<file path="config.mk">
export PLATFORM = sky130hd
export DESIGN_NAME = dosc_top
export DESIGN_NICKNAME = d
export VERILOG_FILES = /design/src/verilog/dosc_pkg.sv /design/src/verilog/dosc_top.sv
export SDC_FILE = /design/constraint.sdc
export NUM_CORES = 1
export LEC_CHECK = 0
export BUFFER_PORTS_ARGS = -buffer_cell sky130_fd_sc_hd__buf_2
export CAP_MARGIN = 20
export CORE_ASPECT_RATIO = 0.8
export CORE_MARGIN = 3
export CORE_UTILIZATION = 44
export DETAILED_ROUTE_END_ITERATION = 10
export GPL_TIMING_DRIVEN = 0
export PLACE_DENSITY = 0.63
export RECOVER_POWER = 25
export SYNTH_ARGS = -nofsm -noshare
export SYNTH_HDL_FRONTEND = slang
export SYNTH_SLANG_ARGS = --single-unit
</file>
<file path="constraint.sdc">
create_clock -name clock -period 21.7 [get_ports clock]
set_input_delay 3.255 -clock clock [delete_from_list [all_inputs] [get_ports clock]]
set_output_delay 3.255 -clock clock [all_outputs]
set_load 0.05 [all_outputs]
</file>
<file path="src/verilog/dosc_pkg.sv">
package dosc_pkg;
    localparam int NUM_CH = 4;
    localparam int NUM_SW = 8;
    localparam int GAIN_W = 12;
    localparam int COOL_W = 12;

    // register byte addresses
    localparam logic [7:0] ADDR_CTRL     = 8'h00;
    localparam logic [7:0] ADDR_OVLD     = 8'h04;
    localparam logic [7:0] ADDR_IRQ_STAT = 8'h08;
    localparam logic [7:0] ADDR_IRQ_MASK = 8'h0C;
    localparam logic [7:0] ADDR_SWITCH   = 8'h10;
    localparam logic [7:0] ADDR_CONFIG   = 8'h14;
    localparam logic [7:0] ADDR_STATUS   = 8'h18;
    localparam logic [3:0] CH_PAGE_FIRST = 4'h2;
    localparam logic [3:0] CH_PAGE_LAST  = 4'h5;
    localparam logic [3:0] CH_OFS_CTRL   = 4'h0;
    localparam logic [3:0] CH_OFS_GAIN   = 4'h4;
    localparam logic [3:0] CH_OFS_COOL_V = 4'h8;
    localparam logic [3:0] CH_OFS_COOL_I = 4'hC;

    // field positions
    localparam int CTRL_DISABLE_BIT  = 0;
    localparam int SWITCH_SUP_LSB    = 8;
    localparam int CFG_EXCL_LSB      = 4;
    localparam int CFG_BANK_EXCL_BIT = 8;
    localparam int STAT_MODE_LSB     = 4;
    localparam int STAT_WARN_BIT     = 8;
    localparam int STAT_BANK_BIT     = 9;
    localparam int CHC_P12_BIT       = 0;
    localparam int CHC_P5_BIT        = 1;
    localparam int CHC_N5_BIT        = 2;
    localparam int CHC_COOL_BIT      = 3;

    // reset values
    localparam logic [NUM_CH-1:0] RST_CFG_ROUTE = 4'hF;
    localparam logic [NUM_CH-1:0] RST_CFG_EXCL  = 4'h0;
    localparam logic              RST_BANK_EXCL = 1'b0;

    // bus responses
    localparam logic [1:0] RESP_OKAY   = 2'h0;
    localparam logic [1:0] RESP_SLVERR = 2'h2;

    typedef enum {
        SEL_NONE, SEL_CTRL, SEL_OVLD, SEL_IRQ_STAT, SEL_IRQ_MASK, SEL_SWITCH,
        SEL_CONFIG, SEL_STATUS, SEL_CH_CTRL, SEL_CH_GAIN, SEL_CH_COOL_V, SEL_CH_COOL_I
    } dosc_sel_t;

    typedef struct packed {
        logic              supply12En;
        logic              supply5En;
        logic              supplyNeg5En;
        logic [GAIN_W-1:0] gainCode;
        logic              coolerEn;
        logic [COOL_W-1:0] coolerVLimit;
        logic [COOL_W-1:0] coolerILimit;
        logic              coolerCurrentMode;
        logic              ovldLed;
    } dosc_chan_out_t;
endpackage : dosc_pkg

</file>
<file path="src/verilog/dosc_top.sv">
`timescale 1ns/100ps
`default_nettype none
module dosc_top (
    // clock and reset
    input  wire logic                                          clock,
    input  wire logic                                          rst,
    // axi4-lite write address
    input  wire logic [7:0]                                    s_axi_awaddr,
    input  wire logic                                          s_axi_awvalid,
    output logic                                               s_axi_awready,
    // axi4-lite write data
    input  wire logic [31:0]                                   s_axi_wdata,
    input  wire logic [3:0]                                    s_axi_wstrb,
    input  wire logic                                          s_axi_wvalid,
    output logic                                               s_axi_wready,
    // axi4-lite write response
    output logic [1:0]                                         s_axi_bresp,
    output logic                                               s_axi_bvalid,
    input  wire logic                                          s_axi_bready,
    // axi4-lite read
    input  wire logic [7:0]                                    s_axi_araddr,
    input  wire logic                                          s_axi_arvalid,
    output logic                                               s_axi_arready,
    output logic [31:0]                                        s_axi_rdata,
    output logic [1:0]                                         s_axi_rresp,
    output logic                                               s_axi_rvalid,
    input  wire logic                                          s_axi_rready,
    // preamplifier overload lines and cooler limit comparators
    input  wire logic [dosc_pkg::NUM_CH-1:0]                   ovldN,
    input  wire logic [dosc_pkg::NUM_CH-1:0]                   coolerAtLimit,
    // channel outputs
    output dosc_pkg::dosc_chan_out_t [dosc_pkg::NUM_CH-1:0]    chanOut,
    // switch block
    output logic [dosc_pkg::NUM_SW-1:0]                        switchOn,
    output logic [2:0]                                         bankSupply,
    // status
    output logic                                               warning,
    output logic                                               irq
);
    import dosc_pkg::*;

    // register state
    logic              disable_ff;
    logic [NUM_CH-1:0] irqStat_ff;
    logic [NUM_CH-1:0] irqMask_ff;
    logic [NUM_SW-1:0] swEn_ff;
    logic [2:0]        bankSup_ff;
    logic [NUM_CH-1:0] cfgRoute_ff;
    logic [NUM_CH-1:0] cfgExcl_ff;
    logic              cfgBankExcl_ff;
    logic [NUM_SW-1:0] switchOn_ff;
    logic              warning_ff;
    logic              irq_ff;
    logic [NUM_CH-1:0] latchAll;
    logic [NUM_CH-1:0] setEvent;
    logic [NUM_CH-1:0] modeAll;
    logic [3:0]        chCtrlAll [NUM_CH];
    logic [GAIN_W-1:0] gainAll   [NUM_CH];
    logic [COOL_W-1:0] coolVAll  [NUM_CH];
    logic [COOL_W-1:0] coolIAll  [NUM_CH];
    logic              bankTrip;

    // axi state
    logic              awHeld_ff;
    logic              wHeld_ff;
    logic [7:0]        wAddr_ff;
    logic [31:0]       wData_ff;
    logic [3:0]        wStrb_ff;
    logic              bvalid_ff;
    logic [1:0]        bresp_ff;
    logic              rvalid_ff;
    logic [31:0]       rdata_ff;
    logic [1:0]        rresp_ff;
    logic              doWrite;
    dosc_sel_t         wSel;
    dosc_sel_t         rSel;
    logic [1:0]        wCh;
    logic [1:0]        rCh;
    logic [31:0]       rdMux;
    logic [NUM_CH-1:0] clrOvld;
    logic [31:0]       wMask;

    // address decode, low two bits ignored
    function automatic dosc_sel_t decodeSel(input logic [7:0] a);
        dosc_sel_t s;
        logic [7:0] w;
        s = SEL_NONE;
        w = {a[7:2], 2'h0};
        if (w == ADDR_CTRL) begin
            s = SEL_CTRL;
        end else if (w == ADDR_OVLD) begin
            s = SEL_OVLD;
        end else if (w == ADDR_IRQ_STAT) begin
            s = SEL_IRQ_STAT;
        end else if (w == ADDR_IRQ_MASK) begin
            s = SEL_IRQ_MASK;
        end else if (w == ADDR_SWITCH) begin
            s = SEL_SWITCH;
        end else if (w == ADDR_CONFIG) begin
            s = SEL_CONFIG;
        end else if (w == ADDR_STATUS) begin
            s = SEL_STATUS;
        end else if (w[7:4] >= CH_PAGE_FIRST && w[7:4] <= CH_PAGE_LAST) begin
            if (w[3:0] == CH_OFS_CTRL) begin
                s = SEL_CH_CTRL;
            end else if (w[3:0] == CH_OFS_GAIN) begin
                s = SEL_CH_GAIN;
            end else if (w[3:0] == CH_OFS_COOL_V) begin
                s = SEL_CH_COOL_V;
            end else begin
                s = SEL_CH_COOL_I;
            end
        end
        return s;
    endfunction : decodeSel

    // channel index from the page nibble
    function automatic logic [1:0] chIndex(input logic [7:0] a);
        logic [3:0] t;
        t = a[7:4] - CH_PAGE_FIRST;
        return t[1:0];
    endfunction : chIndex

    // byte-lane mask from wstrb; a register bit takes new data only where its lane is strobed
    assign wMask = {{8{wStrb_ff[3]}}, {8{wStrb_ff[2]}}, {8{wStrb_ff[1]}}, {8{wStrb_ff[0]}}};

    assign wSel = decodeSel(wAddr_ff);
    assign rSel = decodeSel(s_axi_araddr);
    assign wCh  = chIndex(wAddr_ff);
    assign rCh  = chIndex(s_axi_araddr);

    // address and data are taken in either order, held until the write is done
    assign s_axi_awready = !awHeld_ff && !bvalid_ff;
    assign s_axi_wready  = !wHeld_ff && !bvalid_ff;
    assign doWrite       = awHeld_ff && wHeld_ff && !bvalid_ff;
    assign s_axi_bvalid  = bvalid_ff;
    assign s_axi_bresp   = bresp_ff;

    // write channel capture and response
    always_ff @(posedge clock or posedge rst) begin
        if (rst) begin
            awHeld_ff <= 1'b0;
            wHeld_ff  <= 1'b0;
            wAddr_ff  <= 8'h00;
            wData_ff  <= 32'h00000000;
            wStrb_ff  <= 4'h0;
            bvalid_ff <= 1'b0;
            bresp_ff  <= RESP_OKAY;
        end else if (doWrite) begin
            awHeld_ff <= 1'b0;
            wHeld_ff  <= 1'b0;
            bvalid_ff <= 1'b1;
            bresp_ff  <= (wSel == SEL_NONE) ? RESP_SLVERR : RESP_OKAY;
        end else begin
            if (s_axi_awvalid && s_axi_awready) begin
                awHeld_ff <= 1'b1;
                wAddr_ff  <= s_axi_awaddr;
            end
            if (s_axi_wvalid && s_axi_wready) begin
                wHeld_ff <= 1'b1;
                wData_ff <= s_axi_wdata;
                wStrb_ff <= s_axi_wstrb;
            end
            if (bvalid_ff && s_axi_bready) begin
                bvalid_ff <= 1'b0;
            end
        end
    end

    // read mux on the offered address
    always_comb begin
        rdMux = 32'h00000000;
        if (rSel == SEL_CTRL) begin
            rdMux[CTRL_DISABLE_BIT] = disable_ff;
        end else if (rSel == SEL_OVLD) begin
            rdMux[NUM_CH-1:0] = latchAll;
        end else if (rSel == SEL_IRQ_STAT) begin
            rdMux[NUM_CH-1:0] = irqStat_ff;
        end else if (rSel == SEL_IRQ_MASK) begin
            rdMux[NUM_CH-1:0] = irqMask_ff;
        end else if (rSel == SEL_SWITCH) begin
            rdMux[NUM_SW-1:0]               = swEn_ff;
            rdMux[SWITCH_SUP_LSB +: 3]      = bankSup_ff;
        end else if (rSel == SEL_CONFIG) begin
            rdMux[NUM_CH-1:0]               = cfgRoute_ff;
            rdMux[CFG_EXCL_LSB +: NUM_CH]   = cfgExcl_ff;
            rdMux[CFG_BANK_EXCL_BIT]        = cfgBankExcl_ff;
        end else if (rSel == SEL_STATUS) begin
            rdMux[NUM_CH-1:0]               = latchAll;
            rdMux[STAT_MODE_LSB +: NUM_CH]  = modeAll;
            rdMux[STAT_WARN_BIT]            = warning_ff;
            rdMux[STAT_BANK_BIT]            = bankTrip;
        end else if (rSel == SEL_CH_CTRL) begin
            rdMux[3:0] = chCtrlAll[rCh];
        end else if (rSel == SEL_CH_GAIN) begin
            rdMux[GAIN_W-1:0] = gainAll[rCh];
        end else if (rSel == SEL_CH_COOL_V) begin
            rdMux[COOL_W-1:0] = coolVAll[rCh];
        end else if (rSel == SEL_CH_COOL_I) begin
            rdMux[COOL_W-1:0] = coolIAll[rCh];
        end
    end

    // read channel: one cycle to rvalid, held until rready
    assign s_axi_arready = !rvalid_ff;
    assign s_axi_rvalid  = rvalid_ff;
    assign s_axi_rdata   = rdata_ff;
    assign s_axi_rresp   = rresp_ff;

    always_ff @(posedge clock or posedge rst) begin
        if (rst) begin
            rvalid_ff <= 1'b0;
            rdata_ff  <= 32'h00000000;
            rresp_ff  <= RESP_OKAY;
        end else if (s_axi_arvalid && s_axi_arready) begin
            rvalid_ff <= 1'b1;
            rdata_ff  <= rdMux;
            rresp_ff  <= (rSel == SEL_NONE) ? RESP_SLVERR : RESP_OKAY;
        end else if (rvalid_ff && s_axi_rready) begin
            rvalid_ff <= 1'b0;
        end
    end

    // clear command: ones written to the overload register
    assign clrOvld = (doWrite && wSel == SEL_OVLD && wStrb_ff[0]) ? wData_ff[NUM_CH-1:0] : '0;

    // global control and configuration; all start at zero except the route, which starts with every channel routed
    always_ff @(posedge clock or posedge rst) begin
        if (rst) begin
            disable_ff     <= 1'b0;
            irqMask_ff     <= '0;
            bankSup_ff     <= 3'h0;
            cfgRoute_ff    <= RST_CFG_ROUTE;
            cfgExcl_ff     <= RST_CFG_EXCL;
            cfgBankExcl_ff <= RST_BANK_EXCL;
        end else if (doWrite) begin
            if (wSel == SEL_CTRL) begin
                disable_ff <= (disable_ff & ~wMask[CTRL_DISABLE_BIT])
                              | (wData_ff[CTRL_DISABLE_BIT] & wMask[CTRL_DISABLE_BIT]);
            end else if (wSel == SEL_IRQ_MASK) begin
                irqMask_ff <= (irqMask_ff & ~wMask[NUM_CH-1:0]) | (wData_ff[NUM_CH-1:0] & wMask[NUM_CH-1:0]);
            end else if (wSel == SEL_SWITCH) begin
                bankSup_ff <= (bankSup_ff & ~wMask[SWITCH_SUP_LSB +: 3])
                              | (wData_ff[SWITCH_SUP_LSB +: 3] & wMask[SWITCH_SUP_LSB +: 3]);
            end else if (wSel == SEL_CONFIG) begin
                cfgRoute_ff    <= (cfgRoute_ff & ~wMask[NUM_CH-1:0])
                                  | (wData_ff[NUM_CH-1:0] & wMask[NUM_CH-1:0]);
                cfgExcl_ff     <= (cfgExcl_ff & ~wMask[CFG_EXCL_LSB +: NUM_CH])
                                  | (wData_ff[CFG_EXCL_LSB +: NUM_CH] & wMask[CFG_EXCL_LSB +: NUM_CH]);
                cfgBankExcl_ff <= (cfgBankExcl_ff & ~wMask[CFG_BANK_EXCL_BIT])
                                  | (wData_ff[CFG_BANK_EXCL_BIT] & wMask[CFG_BANK_EXCL_BIT]);
            end
        end
    end

    // bank shutdown from the routed channel latches unless the bank is excluded
    assign bankTrip = (|(latchAll & cfgRoute_ff)) && !cfgBankExcl_ff;

    // switch enables: a trip clears them so they need a fresh write; trip beats a write
    always_ff @(posedge clock or posedge rst) begin
        if (rst) begin
            swEn_ff <= '0;
        end else if (bankTrip) begin
            swEn_ff <= '0;
        end else if (doWrite && wSel == SEL_SWITCH) begin
            swEn_ff <= (swEn_ff & ~wMask[NUM_SW-1:0]) | (wData_ff[NUM_SW-1:0] & wMask[NUM_SW-1:0]);
        end
    end

    // switch outputs: common disable and trip override every enable
    always_ff @(posedge clock or posedge rst) begin
        if (rst) begin
            switchOn_ff <= '0;
        end else if (disable_ff || bankTrip) begin
            switchOn_ff <= '0;
        end else begin
            switchOn_ff <= swEn_ff;
        end
    end

    // sticky event bits, a new event wins over a same-cycle write-one clear
    always_ff @(posedge clock or posedge rst) begin
        if (rst) begin
            irqStat_ff <= '0;
        end else begin
            irqStat_ff <= setEvent | (irqStat_ff &
                          ~((doWrite && wSel == SEL_IRQ_STAT && wStrb_ff[0]) ? wData_ff[NUM_CH-1:0] : '0));
        end
    end

    // warning and interrupt level, registered
    always_ff @(posedge clock or posedge rst) begin
        if (rst) begin
            warning_ff <= 1'b0;
            irq_ff     <= 1'b0;
        end else begin
            warning_ff <= |latchAll;
            irq_ff     <= |(irqStat_ff & irqMask_ff);
        end
    end

    assign switchOn   = switchOn_ff;
    assign bankSupply = bankSup_ff;
    assign warning    = warning_ff;
    assign irq        = irq_ff;

    // one slice per detector channel
    generate
        for (genvar i = 0; i < NUM_CH; i++) begin : g_ch
            logic              ovldMeta_ff;
            logic              ovldSync_ff;
            logic              limMeta_ff;
            logic              limSync_ff;
            logic              latch_ff;
            logic [3:0]        ctrl_ff;
            logic [GAIN_W-1:0] gain_ff;
            logic [COOL_W-1:0] coolV_ff;
            logic [COOL_W-1:0] coolI_ff;
            dosc_chan_out_t    out_ff;
            logic              chWrite;
            logic              shut;

            // pins are asynchronous; second flop is the only reader of the first
            always_ff @(posedge clock or posedge rst) begin
                if (rst) begin
                    ovldMeta_ff <= 1'b1;
                    ovldSync_ff <= 1'b1;
                    limMeta_ff  <= 1'b0;
                    limSync_ff  <= 1'b0;
                end else begin
                    ovldMeta_ff <= ovldN[i];
                    ovldSync_ff <= ovldMeta_ff;
                    limMeta_ff  <= coolerAtLimit[i];
                    limSync_ff  <= limMeta_ff;
                end
            end

            // low level sets the latch; a held-low line defeats the clear
            always_ff @(posedge clock or posedge rst) begin
                if (rst) begin
                    latch_ff <= 1'b0;
                end else if (!ovldSync_ff) begin
                    latch_ff <= 1'b1;
                end else if (clrOvld[i]) begin
                    latch_ff <= 1'b0;
                end
            end

            assign setEvent[i] = !ovldSync_ff && !latch_ff;
            assign chWrite     = doWrite && wCh == 2'(i);

            // per-channel settings
            always_ff @(posedge clock or posedge rst) begin
                if (rst) begin
                    ctrl_ff  <= 4'h0;
                    gain_ff  <= '0;
                    coolV_ff <= '0;
                    coolI_ff <= '0;
                end else if (chWrite) begin
                    if (wSel == SEL_CH_CTRL) begin
                        ctrl_ff <= (ctrl_ff & ~wMask[3:0]) | (wData_ff[3:0] & wMask[3:0]);
                    end else if (wSel == SEL_CH_GAIN) begin
                        gain_ff <= (gain_ff & ~wMask[GAIN_W-1:0])
                                   | (wData_ff[GAIN_W-1:0] & wMask[GAIN_W-1:0]);
                    end else if (wSel == SEL_CH_COOL_V) begin
                        coolV_ff <= (coolV_ff & ~wMask[COOL_W-1:0])
                                    | (wData_ff[COOL_W-1:0] & wMask[COOL_W-1:0]);
                    end else if (wSel == SEL_CH_COOL_I) begin
                        coolI_ff <= (coolI_ff & ~wMask[COOL_W-1:0])
                                    | (wData_ff[COOL_W-1:0] & wMask[COOL_W-1:0]);
                    end
                end
            end

            // excluded connectors still latch and light, but keep their outputs
            assign shut = latch_ff && !cfgExcl_ff[i];

            // outputs: gain and +12 V fall in the same edge
            always_ff @(posedge clock or posedge rst) begin
                if (rst) begin
                    out_ff <= '0;
                end else begin
                    out_ff.supply12En        <= ctrl_ff[CHC_P12_BIT] && !shut;
                    out_ff.gainCode          <= shut ? '0 : gain_ff;
                    out_ff.supply5En         <= ctrl_ff[CHC_P5_BIT];
                    out_ff.supplyNeg5En      <= ctrl_ff[CHC_N5_BIT];
                    out_ff.coolerEn          <= ctrl_ff[CHC_COOL_BIT];
                    out_ff.coolerVLimit      <= coolV_ff;
                    out_ff.coolerILimit      <= coolI_ff;
                    out_ff.coolerCurrentMode <= ctrl_ff[CHC_COOL_BIT] && limSync_ff;
                    out_ff.ovldLed           <= latch_ff;
                end
            end

            assign chanOut[i]   = out_ff;
            assign latchAll[i]  = latch_ff;
            assign modeAll[i]   = out_ff.coolerCurrentMode;
            assign chCtrlAll[i] = ctrl_ff;
            assign gainAll[i]   = gain_ff;
            assign coolVAll[i]  = coolV_ff;
            assign coolIAll[i]  = coolI_ff;
        end
    endgenerate
endmodule : dosc_top
`default_nettype wire

</file>
### Yosys cells after proc, flatten, opt, wreduce, memory -nomap -nowiden

Cells that the tools add are included.

| word-level totals | value |
|---|---|
| register bits | 429 |
| output and inout port bits | 222 |
| memory bits (read-only) | 0 |
| latch bits | 0 |
| RAM bits | 0 |
| bits of input ports | 67 |
| memories | 0 |
| logic and storage cells | 405 |

| cells by class | value |
|---|---|
| divide/modulo/power cells | 0 |
| multiply operators | 0 |
| shift operators | 0 |
| multiplexer cells | 93 |
| add/sub/neg operators | 2 |
| eq/ne operators | 44 |
| bitwise gates (word level) | 72 |
| reductions and logical operators | 96 |
| $lt $le $gt $ge | 5 |

Operator list:

| cell | number |
|---|---|
| $eq A32 B5 Y1 const B | 8 |
| $eq A32 B4 Y1 const B | 7 |
| $and A12 B12 Y12 | 13 |
| $mux W12 | 13 |
| $or A12 B12 Y12 | 12 |
| $eq A32 B3 Y1 const B | 4 |
| $mux W8 | 14 |
| $mux W4 | 24 |
| $bmux W12 S2 | 3 |
| $mux W10 | 7 |
| $eq A32 B2 Y1 const B | 2 |
| $logic_not A32 Y1 | 2 |
| $and A4 B4 Y4 | 12 |
| $logic_and A1 B1 Y1 | 37 |
| $eq A6 B3 Y1 const B | 6 |
| $or A4 B4 Y4 | 8 |
| $reduce_and A5 Y1 | 5 |
| $eq A6 B2 Y1 const B | 4 |
| $mux W11 | 2 |
| $logic_not A1 Y1 | 21 |
| $mux W1 | 20 |
| $reduce_and A4 Y1 | 5 |
| $and A8 B8 Y8 | 2 |
| $reduce_and A3 Y1 | 5 |
| other kinds (29) | 76 |

### Longest topological paths before layout

Gate-level depths: netlist (run 1).

| depth | value |
|---|---|
| depth in word-level cells | 37 |
| mapped depth | 8 |
| gate-level depth less buffers | 5 |

### Worst setup path before layout (run 1)

Ideal clock, no wire load.

| timing path | value |
|---|---|
| path kind | in2reg |
| from | in s_axi_araddr[4] |
| to | reg rdata_ff[0], in the netlist s_axi_rdata[0] |
| required time | 21.576 ns |
| path buffers | 2 |
| library setup time | 0.124 ns |
| stages | 7 |
| data arrival time | 4.834 ns |
| path slack | 16.742 ns |
| cells stage by stage | buf_2 > buf_2 > nor4b_2 > nand2_1 > o221a_2 > o22ai_1 > a21oi_1 |

| on the way | value |
|---|---|
| cells in the longest elaborated chain, start to end | 28 |
| elaborated cells between the ends (all ways) | 60 |
| those cells by class | add/sub: 1; order compare: 2; eq/ne: 17; mux: 37; bitwise: 1; reduce/logical: 2 |

RTL lines:

| what | line | RTL |
|---|---|---|
| from (decl) | dosc_top.sv:21 | `input wire logic [7:0] s_axi_araddr,` |
| $ge A4 B2 Y1 or $le A4 B3 Y1 (tied branches) | dosc_top.sv:103 | `end else if (w[7:4] >= CH_PAGE_FIRST && w[7:4] <= CH_PAGE_LAST) begin` |
| $logic_and A1 B1 Y1 | dosc_top.sv:103 |  |
| $mux W4 | dosc_top.sv:103 |  |
| $mux W4 | dosc_top.sv:101 | `end else if (w == ADDR_STATUS) begin` |
| $mux W4 | dosc_top.sv:99 | `end else if (w == ADDR_CONFIG) begin` |
| $mux W4 | dosc_top.sv:97 | `end else if (w == ADDR_SWITCH) begin` |
| $mux W4 | dosc_top.sv:95 | `end else if (w == ADDR_IRQ_MASK) begin` |
| $mux W4 | dosc_top.sv:93 | `end else if (w == ADDR_IRQ_STAT) begin` |
| [... 12 more ...] | - |  |
| $mux W10 | dosc_top.sv:175 | `end else if (rSel == SEL_OVLD) begin` |
| $mux W10 | dosc_top.sv:173 | `if (rSel == SEL_CTRL) begin` |
| $mux W9 | dosc_top.sv:184 | `end else if (rSel == SEL_CONFIG) begin` |
| $mux W11 | dosc_top.sv:181 | `end else if (rSel == SEL_SWITCH) begin` |
| $mux W4 | dosc_top.sv:179 | `end else if (rSel == SEL_IRQ_MASK) begin` |
| $mux W4 | dosc_top.sv:177 | `end else if (rSel == SEL_IRQ_STAT) begin` |
| $mux W4 | dosc_top.sv:175 |  |
| $mux W1 * | dosc_top.sv:173 |  |
| to (signal assigned) | dosc_top.sv:217 | `rdata_ff <= rdMux;` |
| to (decl) | dosc_top.sv:72 | `logic [31:0] rdata_ff;` |

Mark *: on every way between the ends. The rest lies on a longest branch, timed or not. The select of a mux whose other input is x is not followed.
A chain may end at the register's enable or synchronous reset.

### Worst setup path in the final report (run 1)

| timing path | value |
|---|---|
| from | in s_axi_araddr[5] |
| to | reg rdata_ff[1], in the netlist s_axi_rdata[1] |

| on the way | value |
|---|---|
| cells in the longest elaborated chain, start to end | 28 |
| elaborated cells between the ends (all ways) | 60 |
| those cells by class | add/sub: 1; order compare: 2; eq/ne: 17; mux: 37; bitwise: 1; reduce/logical: 2 |

RTL lines:

| what | line |
|---|---|
| $ge A4 B2 Y1 or $le A4 B3 Y1 (tied branches) | dosc_top.sv:103 |
| $logic_and A1 B1 Y1 | dosc_top.sv:103 |
| $mux W4 | dosc_top.sv:103 |
| $mux W4 | dosc_top.sv:101 |
| $mux W4 | dosc_top.sv:99 |
| $mux W4 | dosc_top.sv:97 |
| $mux W4 | dosc_top.sv:95 |
| $mux W4 | dosc_top.sv:93 |
| [... 12 more ...] | - |
| $mux W10 | dosc_top.sv:175 |
| $mux W10 | dosc_top.sv:173 |
| $mux W9 | dosc_top.sv:184 |
| $mux W11 | dosc_top.sv:181 |
| $mux W4 | dosc_top.sv:179 |
| $mux W4 | dosc_top.sv:177 |
| $mux W4 | dosc_top.sv:175 |
| $mux W11 * | dosc_top.sv:173 |

Marks and branches as above.

==> results.sh, run 1 <==
export IMPL_status="complete, no violations"
export IMPL_power_density_nw_per_um2=136
export IMPL_cp_max_fo=10
export IMPL_rsz0062_at_grt="no"
export IMPL_cts_tree="built"
export IMPL_cts_setup_buffers=0
export IMPL_finalInstanceArea_sq_um=19800
export IMPL_cts_buffers=42
export IMPL_grt_max_degree=132
export IMPL_drc_errors=0
export IMPL_p_sw_frac=0.373
export IMPL_postCtsResizedCells=0
export IMPL_dp_hpwl_microns=34600
export IMPL_drt_iter0_drc=839
export IMPL_grt_busiest_layer="met1"
export IMPL_die_w_microns=221
export IMPL_coreArea_sq_um=36200
export IMPL_gr_usage_all_layers=0.246
export IMPL_pre_cts_slack_ps=15880
export IMPL_max_slew_margin=0.121
export IMPL_synth_top_area_share=0.633
export IMPL_synthesis_instances=1109
export IMPL_grtUsageMet1=0.375
export IMPL_maxCapViolations=0
export IMPL_num_vias=10473
export IMPL_avgSynthCellArea_sq_um=14.7
export IMPL_synth_most_common_cell="dfrtp_1"
export IMPL_worstPathArrival_ps=5700
export IMPL_cp_common_cell="buf_2"
export IMPL_fin_skew_ps=12.4
export IMPL_ant_nets=0
export IMPL_io_buffers=237
export IMPL_path_buf_inv=3
export IMPL_ctsRootBufferMaster="clkbuf_16"
export IMPL_setup_viol=0
export IMPL_synth_seq_cells=425
export IMPL_htree_num_levels=2
export IMPL_p_clk_frac=0.288
export IMPL_yosys_area_top_type="dfrtp_1"
export IMPL_wl_per_cell_microns=25.0
export IMPL_combPwrFrac=0.288
export IMPL_synthArstFlopShare=1.00
export IMPL_clockBufferDepth=3
export IMPL_drive_above_1_share=0.410
export IMPL_synthFlopType="dfrtp_1"
export IMPL_critical_path_slowest_cell="buf_1"
export IMPL_pwr_share_seq=0.425
export IMPL_ys_types=60
export IMPL_die_h_microns=178
export IMPL_synth_cell_area_sq_um=16300
export IMPL_clk_latency_ps=540
export IMPL_final_setup_tns_ps=0
export IMPL_yosysWarnings=0
export IMPL_final_nets=1482
export IMPL_fin_crit_sh=0.244
export IMPL_p_int_mw=1.69
export IMPL_grt_overflow_total=0
export IMPL_syn2layout_area_growth_pct=21.1
export IMPL_crit_required_ps=22110
export IMPL_ioPinCount=289
export IMPL_max_stage_delay_ps=900
export IMPL_setup_ws_ps=16410
export IMPL_drt_total_wl_microns=48300
export IMPL_startpoint_type="input pin"
export IMPL_end_kind="flip-flop"
export IMPL_path_class="input pin to flip-flop"
export IMPL_critical_path_top_delay_family="buffers and inverters"
export IMPL_initial_utilization=0.450
export IMPL_gp_congestion=0.928
export IMPL_synth_edff_count=0
export IMPL_ctsHoldBuffers=0
export IMPL_clkTransAtPathRegs_ps=70
export IMPL_via_per_inst=5.43
export IMPL_leakage_nw=10.1
export IMPL_p_switching_mw=1.00
export IMPL_max_freq_mhz=189
export IMPL_dpl_instance_area_sq_um=18300
export IMPL_grt_pass1_wl_microns=71400
export IMPL_slew_violations=0
export IMPL_hold_viol=0
export IMPL_r2r_setup_slack_ps=18300
export IMPL_die_area_sq_um=39500
export IMPL_path_cells="buf_2 > buf_2 > buf_1 > mux4_2 > a221oi_1 > o211ai_1"
export IMPL_grt_antenna_before_repair=1
export IMPL_grt_pass1_vias=10659
export IMPL_grt_met2_usage=0.362
export IMPL_worstMarginPinSlew_ps=1320
export IMPL_synth_seq_area_share=0.653
export IMPL_row_count=62
export IMPL_cts_sinks=425
export IMPL_ir_drop_mv=0.0820
export IMPL_dr_pass1_iters=5
export IMPL_synthTopCellsByArea="dfrtp_1 (63%), mux2_2 (14%), mux4_2 (4.8%), and2_1 (2.6%), dfstp_2 (1.9%)"
export IMPL_fin_crit_ps=5290
export IMPL_hp_class="flip-flop to flip-flop"
export IMPL_met3_usage=0.0536
export IMPL_netlist_top_cells_count="dfrtp_1 (413), mux2_2 (198), nand2_1 (72)"
cells by family after synthesis:
| kind of cell | Yosys count | share of synthesized area |
|---|---|---|
| flip-flops | 425 | 0.653 |
| multiplexers | 259 | 0.201 |
| AND/OR/NAND/NOR | 228 | 0.0738 |
| AO/OA/AOI/OAI | 104 | 0.0445 |
| buffers and inverters | 90 | 0.0266 |
| XOR/XNOR | 2 | 0.00107 |
| other | 1 | 0.000230 |
per-stage QoR:
| step | instances | hold WS [ps] | power [mW] | util |
|---|---|---|---|---|
| final | 1929 | 348 | 2.69 | 0.545 |
| after floorplan | 1130 | 331 | 1.65 | - |
| after global placement | 1847 | 336 | 1.91 | 0.502 |
| after CTS | 1927 | 351 | 2.71 | 0.546 |
| after global routing | 1929 | 352 | 2.81 | 0.545 |
| after detailed placement | 1850 | 336 | 1.93 | 0.504 |
power by group through the flow:
stage | Clock [mW] | Sequential (mW) | Combinational, mW
after CTS | 0.789 | 1.14 | 0.778
final | 0.774 | 1.14 | 0.774
after floorplan | 0 | 1.34 | 0.314
after global routing | 0.823 | 1.17 | 0.820
after global placement | 0 | 1.15 | 0.762
after detailed placement | 0 | 1.15 | 0.775
cell usage in the layout, fill, tap and decap left out, types with 31 or more instances in the layout:
cell type,netlist,routed
nor2_1,30,31
clkbuf_16,0,45
mux2_2,198,198
mux4_2,35,35
nand2_1,72,72
dfrtp_1,413,413
and2_0,0,49
clkbuf_1,42,51
buf_2,10,245
cell type report:
type                    count  area [sq um]
well taps                 480           601
repair buffers            241          1280
flip-flops and latches    425         10700
clock buffers              62          1290
fillers                  3022         16500
multi-input cells         615          5290
clock inverters            15           206
diodes                      1          2.50
plain buffers              79           390
inverters                  11          48.8
worst paths after layout:
kind / depth (start not counted) / startpoint / endpoint
worst max register to register: 6 / wAddr_ff[6] / flip-flop
worst max-delay path: 6 / s_axi_araddr[5] / s_axi_rdata[1]
max in group asynchronous: 4 / rst / awHeld_ff
worst min-delay path: 0 / g_ch[2].limMeta_ff / g_ch[2].limSync_ff
worst min register to register: 0 / g_ch[2].limMeta_ff / g_ch[2].limSync_ff
min in group asynchronous: 2 / rst / chanOut[77]
per-layer routing:
| metal | vias to the layer above | wire (microns) |
|---|---|---|
| li1 | 4495 | - |
| met1 | 5512 | 22600 |
| met2 | 405 | 21300 |
| met3 | 61 | 3370 |
| met4 | 0 | 976 |
| met5 | - | 0 |
Note: power is estimated with default switching activity, not from simulation.
==> inputs of run 2 (changes only) <==
==> constraint.sdc (replaced) <==
create_clock -name clock -period 5.4 [get_ports clock]
set_input_delay 0.81 -clock clock [delete_from_list [all_inputs] [get_ports clock]]
set_output_delay 0.81 -clock clock [all_outputs]
set_load 0.05 [all_outputs]
==> run 2 against run 1 <==
Non-clock buffer count is 8 higher. Clock power rose to 3.9 times the previous value. Sequential share of layout area hardly changed. The flow now finishes with violations (capacitance limit, slew limit). Global-route usage is essentially flat. Via count rose by 0.38%. Die area did not move. Flip-flop and latch count unchanged.
==> results.sh, run 2 (synthesis results as in run 1) <==
export IMPL_drive_above_1_share=0.413
export IMPL_max_slew_margin=-0.428
export IMPL_cts_sinks=425
export IMPL_final_nets=1491
export IMPL_rr_worst_depth=6
export IMPL_dpl_cell_count=1858
export IMPL_syn2layout_area_growth_pct=21.1
export IMPL_ant_nets=0
export IMPL_dp_hpwl_microns=35300
export IMPL_holdCritStartpoint="g_ch[1].limMeta_ff"
export IMPL_pre_cts_slack_ps=2050
export IMPL_cp_max_fo=42
export IMPL_end_kind="async pin"
export IMPL_setup_viol=0
export IMPL_fin_crit_sh=0.580
export IMPL_crit_required_ps=5620
export IMPL_grt_pass1_vias=10605
export IMPL_critical_path_slowest_cell="clkbuf_1"
export IMPL_instances_no_fill=1940
export IMPL_ir_drop_mv=0.462
export IMPL_die_h_microns=178
export IMPL_slew_violations=136
export IMPL_fin_crit_ps=3130
export IMPL_path_cells="buf_2 > clkinvlp_2 > clkbuf_1"
export IMPL_holdWs_ps=343
export IMPL_via_per_inst=5.42
export IMPL_worstMarginPinSlew_ps=2140
export IMPL_leakage_nw=10.1
export IMPL_ctsRootBufferMaster="clkbuf_16"
export IMPL_max_stage_delay_ps=1600
export IMPL_hold_viol=0
export IMPL_drt_total_wl_microns=48100
export IMPL_hp_class="flip-flop to flip-flop"
export IMPL_cts_tree="built"
export IMPL_violations="capacitance limit, slew limit"
export IMPL_clkTransAtPathRegs_ps=60
export IMPL_setup_ws_ps=2270
export IMPL_wl_per_cell_microns=24.8
export IMPL_mostFrequentLayoutCells="dfrtp_1 (413), buf_2 (246), mux2_2 (198), nand2_1 (72), and2_1 (63)"
export IMPL_power_mw=10.7
export IMPL_startpoint_type="input pin"
export IMPL_grt_antenna_before_repair=3
export IMPL_r2r_start="wAddr_ff[6]"
export IMPL_critical_path_top_delay_family="buffers and inverters"
export IMPL_drt_iter0_drc=851
export IMPL_row_count=62
export IMPL_worstPathArrival_ps=3350
export IMPL_postCtsResizedCells=0
export IMPL_ioPinCount=289
export IMPL_finish_utilization=0.546
export IMPL_maxCapViolations=4
export IMPL_grt_overflow_total=0
export IMPL_max_freq_mhz=319
export IMPL_initial_utilization=0.450
export IMPL_clk_latency_ps=550
export IMPL_grt_max_degree=44
export IMPL_status="complete, but fails checks"
export IMPL_path_buf_inv=3
export IMPL_rsz0062_at_grt="no"
export IMPL_power_density_nw_per_um2=541
export IMPL_r2r_setup_slack_ps=2770
export IMPL_final_common_cell="dfrtp_1"
export IMPL_coreArea_sq_um=36200
export IMPL_holdPathStages=0
export IMPL_cts_buffers=43
export IMPL_gr_usage_all_layers=0.246
export IMPL_die_w_microns=221
export IMPL_grt_pass1_wl_microns=71500
export IMPL_path_class="input pin to async pin"
export IMPL_dr_pass1_iters=5
export IMPL_fin_skew_ps=22.8
export IMPL_drc_errors=0
export IMPL_cts_setup_buffers=0
export IMPL_ctsHoldBuffers=0
export IMPL_num_vias=10513
export IMPL_hold_path_endpoint="g_ch[1].limSync_ff"
export IMPL_io_buffers=237
export IMPL_die_area_sq_um=39500
export IMPL_gp_congestion=0.925
export IMPL_htree_num_levels=2
export IMPL_clockBufferDepth=3
==> run 2: cell count changes in the layout (fill, tap and decap cells not counted), moves of 3 or more <==
cell	change
inv_6	+3
and2_1	+45
buf_12	+7
and2_0	-45
buf_16	-3
clkbuf_1	+6
==> run 2: metrics by stage <==
| step | area, sq um | TNS, ps |
|---|---|---|
| detailed placement | 18400 | 0 |
| global placement | 18200 | -1426080 |
| global route | 19800 | 0 |
| CTS | 19800 | 0 |
| floorplan | 16400 | -469020 |
| finish | 19800 | 0 |
==> run 2: final cells by class <==
type	instances	area, sq um
diodes	2	5.00
plain buffers	79	392
clock buffers	61	1220
clock inverters	18	186
fillers	3001	16500
inverters	11	42.5
multi-input cells	615	5310
flip-flops and latches	425	10700
well taps	480	601
repair buffers	249	1360
==> run 2: how the worst max path moves through the flow <==
stage | endpoint | start | cells past startpoint | slack [ps]
after floorplan | async pin | rst | 1 | -1140
after global placement | chanOut[128] | rst | 2 | -3460
after detailed placement | s_axi_rdata[4] | s_axi_araddr[5] | 6 | 2050
after CTS | s_axi_rdata[4] | s_axi_araddr[5] | 6 | 2640
after global routing | chanOut[0] | rst | 3 | 1670
final | async pin | rst | 3 | 2270
==> run 2: power by group <==
part	total [mW]	leakage, nW	switching, mW	internal, mW
registers	4.60	5.72	0.628	3.97
clock network	2.98	0.699	1.25	1.73
logic	3.11	3.71	2.18	0.928
==> run 2: layer usage <==
metal  vias to the layer above  wire length (microns)  global-route usage
li1                       4525                      -                   -
met1                      5495                  21400               0.363
met2                       430                  21500               0.363
met3                        63                   4150              0.0691
met4                         0                    927              0.0582
met5                         -                      0                   0
==> inputs of run 3 (changes only) <==
--- a/config.mk
+++ b/config.mk
@@ -12,7 +12,7 @@
 export CORE_UTILIZATION = 44
 export DETAILED_ROUTE_END_ITERATION = 10
 export GPL_TIMING_DRIVEN = 0
-export PLACE_DENSITY = 0.63
+export PLACE_DENSITY = 0.66
 export RECOVER_POWER = 25
 export SYNTH_ARGS = -nofsm -noshare
 export SYNTH_HDL_FRONTEND = slang
==> constraint.sdc (replaced) <==
create_clock -name clock -period 2.7 [get_ports clock]
set_input_delay 0.405 -clock clock [delete_from_list [all_inputs] [get_ports clock]]
set_output_delay 0.405 -clock clock [all_outputs]
set_load 0.05 [all_outputs]
==> run 3 against run 2 <==
The run now ends clean. Die area is the same. Global-route usage shrank 0.34 points. Worst hold slack lost 300 ps. Critical path depth grew 3. Sequential share of layout area shrank 0.65 points. Sequential power grew 100%. Power grew 100%. Worst setup slack lost 2200 ps. Flip-flop and latch count is the same. Combinational power grew 100%.
==> results.sh, run 3 (synthesis results as in run 1) <==
export IMPL_dp_hpwl_microns=34800
export IMPL_fin_crit_sh=0.965
export IMPL_crit_required_ps=3110
export IMPL_wirelength_met1_microns=21600
export IMPL_max_freq_mhz=384
export IMPL_fin_skew_ps=23.4
export IMPL_gr_usage_all_layers=0.242
export IMPL_maxCapViolations=0
export IMPL_ctsRootBufferMaster="clkbuf_16"
export IMPL_initial_utilization=0.450
export IMPL_power_density_nw_per_um2=1090
export IMPL_cp_max_fo=8
export IMPL_cts_setup_buffers=0
export IMPL_startpoint_type="flip-flop"
export IMPL_syn2layout_area_growth_pct=22.6
export IMPL_final_nets=1497
export IMPL_ir_drop_mv=0.824
export IMPL_grt_max_degree=46
export IMPL_grt_antenna_before_repair=3
export IMPL_drc_errors=0
export IMPL_status="complete, no violations"
export IMPL_holdPathStages=2
export IMPL_ioPinCount=289
export IMPL_pre_cts_slack_ps=-278
export IMPL_p_switching_mw=8.09
export IMPL_row_count=62
export IMPL_mostFrequentLayoutCells="dfrtp_1 (413), buf_2 (246), mux2_2 (198), nand2_1 (72), and2_1 (60)"
export IMPL_drt_total_wl_microns=47700
export IMPL_hold_path_endpoint="s_axi_bvalid"
export IMPL_clkTransAtPathRegs_ps=60
export IMPL_max_slew_margin=0.229
export IMPL_cts_tree="built"
export IMPL_p_clk_frac=0.294
export IMPL_htree_num_levels=2
export IMPL_io_buffers=237
export IMPL_rr_worst_depth=6
export IMPL_die_h_microns=178
export IMPL_hold_viol=0
export IMPL_grt_pass1_vias=10721
export IMPL_clockBufferDepth=3
export IMPL_die_area_sq_um=39500
export IMPL_holdWs_ps=38.7
export IMPL_via_per_inst=5.45
export IMPL_fin_crit_ps=2610
export IMPL_holdCritStartpoint="s_axi_bready"
export IMPL_end_kind="flip-flop"
export IMPL_p_sw_frac=0.369
export IMPL_r2r_start="wAddr_ff[6]"
export IMPL_gp_congestion=0.935
export IMPL_rsz0062_at_grt="yes"
export IMPL_slew_violations=0
export IMPL_drive_above_1_share=0.414
export IMPL_grt_pass1_wl_microns=70600
export IMPL_clk_latency_ps=550
export IMPL_ant_nets=0
export IMPL_drt_iter0_drc=868
export IMPL_die_w_microns=221
export IMPL_dr_wl_met3_microns=3900
export IMPL_pwr_share_seq=0.420
export IMPL_highest_layer="met4"
export IMPL_path_class="flip-flop to flip-flop"
export IMPL_grt_overflow_total=0
export IMPL_num_vias=10610
export IMPL_wl_met2_microns=21100
export IMPL_r2r_setup_slack_ps=90
export IMPL_setup_ws_ps=94.3
export IMPL_worstPathArrival_ps=3020
export IMPL_cts_buffers=41
export IMPL_final_common_cell="dfrtp_1"
export IMPL_final_setup_tns_ps=0
export IMPL_combPwrFrac=0.285
export IMPL_setup_viol=0
export IMPL_coreArea_sq_um=36200
export IMPL_power_mw=21.9
export IMPL_dr_pass1_iters=5
export IMPL_cts_sinks=425
export IMPL_worstMarginPinSlew_ps=1150
export IMPL_hp_class="input pin to flip-flop"
export IMPL_wl_per_cell_microns=24.5
export IMPL_leakage_nw=10.2
export IMPL_p_int_mw=13.8
## run 3: cell types whose count changed in the layout (fill, tap and decap cells not counted), moves of 2 or more
cell	before	now
clkbuf_1	57	50
buf_12	7	9
clkbuf_8	8	4
and2_0	4	7
bufinv_16	3	10
and2_1	63	60
clkbuf_2	1	3
inv_6	4	2
dlygate4sd3_1	0	9
diode_2	2	4
## run 3: timing repair
item,in CTS,in global routing
setup endpoints to repair,0,13
hold buffers,9,0
gates resized for setup,0,1
endpoints found under the hold margin,31,0
## run 3: cell type report
cell class / count / area (sq um)
plain buffers: 79 / 392
diodes: 4 / 10.0
clock inverters: 22 / 374
flip-flops and latches: 425 / 10700
multi-input cells: 615 / 5320
inverters: 11 / 42.5
fillers: 2995 / 16200
clock buffers: 54 / 1160
well taps: 480 / 601
repair buffers: 257 / 1470
## run 3: routing by layer
layer,GRT usage,vias up
met1,0.362,5584
met2,0.358,430
met3,0.0574,61
met5,0,-
li1,-,4535
met4,0.0668,0
## run 3: worst max-delay path: stages (launching register included)
cell and delay [ps]:
dfrtp_1 320, buf_2 180, xor2_1 250, nand2b_1 210, nor3_2 530, nand2_1 560, mux2_2 430
## run 3: through the flow
step / instance area (sq um) / utilization / instances
after global routing: 20000 / 0.552 / 1945
after floorplan: 16400 / - / 1130
after CTS: 20000 / 0.553 / 1943
final: 20000 / 0.552 / 1947
after detailed placement: 18400 / 0.508 / 1858
after global placement: 18200 / 0.502 / 1847
## run 3: how the worst max path moves through the flow
stage | start | end | slack, ps
3_5_place_dp | s_axi_araddr[5] | s_axi_rdata[10] | -280
6_report | wAddr_ff[6] | flip-flop | 90
2_1_floorplan | rst | async pin | -3430
5_1_grt | wAddr_ff[6] | flip-flop | -40
3_3_place_gp | rst | wStrb_ff[1] | -5730
4_1_cts | wAddr_ff[6] | flip-flop | 130
## run 3: power by group through the flow
stage	clock [mW]	sequential (mW)	combinational, mW
global placement	0	9.25	6.10
floorplan	0	10.8	2.52
detailed placement	0	9.26	6.21
finish	6.44	9.21	6.25
global route	6.80	9.38	6.61
CTS	6.54	9.19	6.24
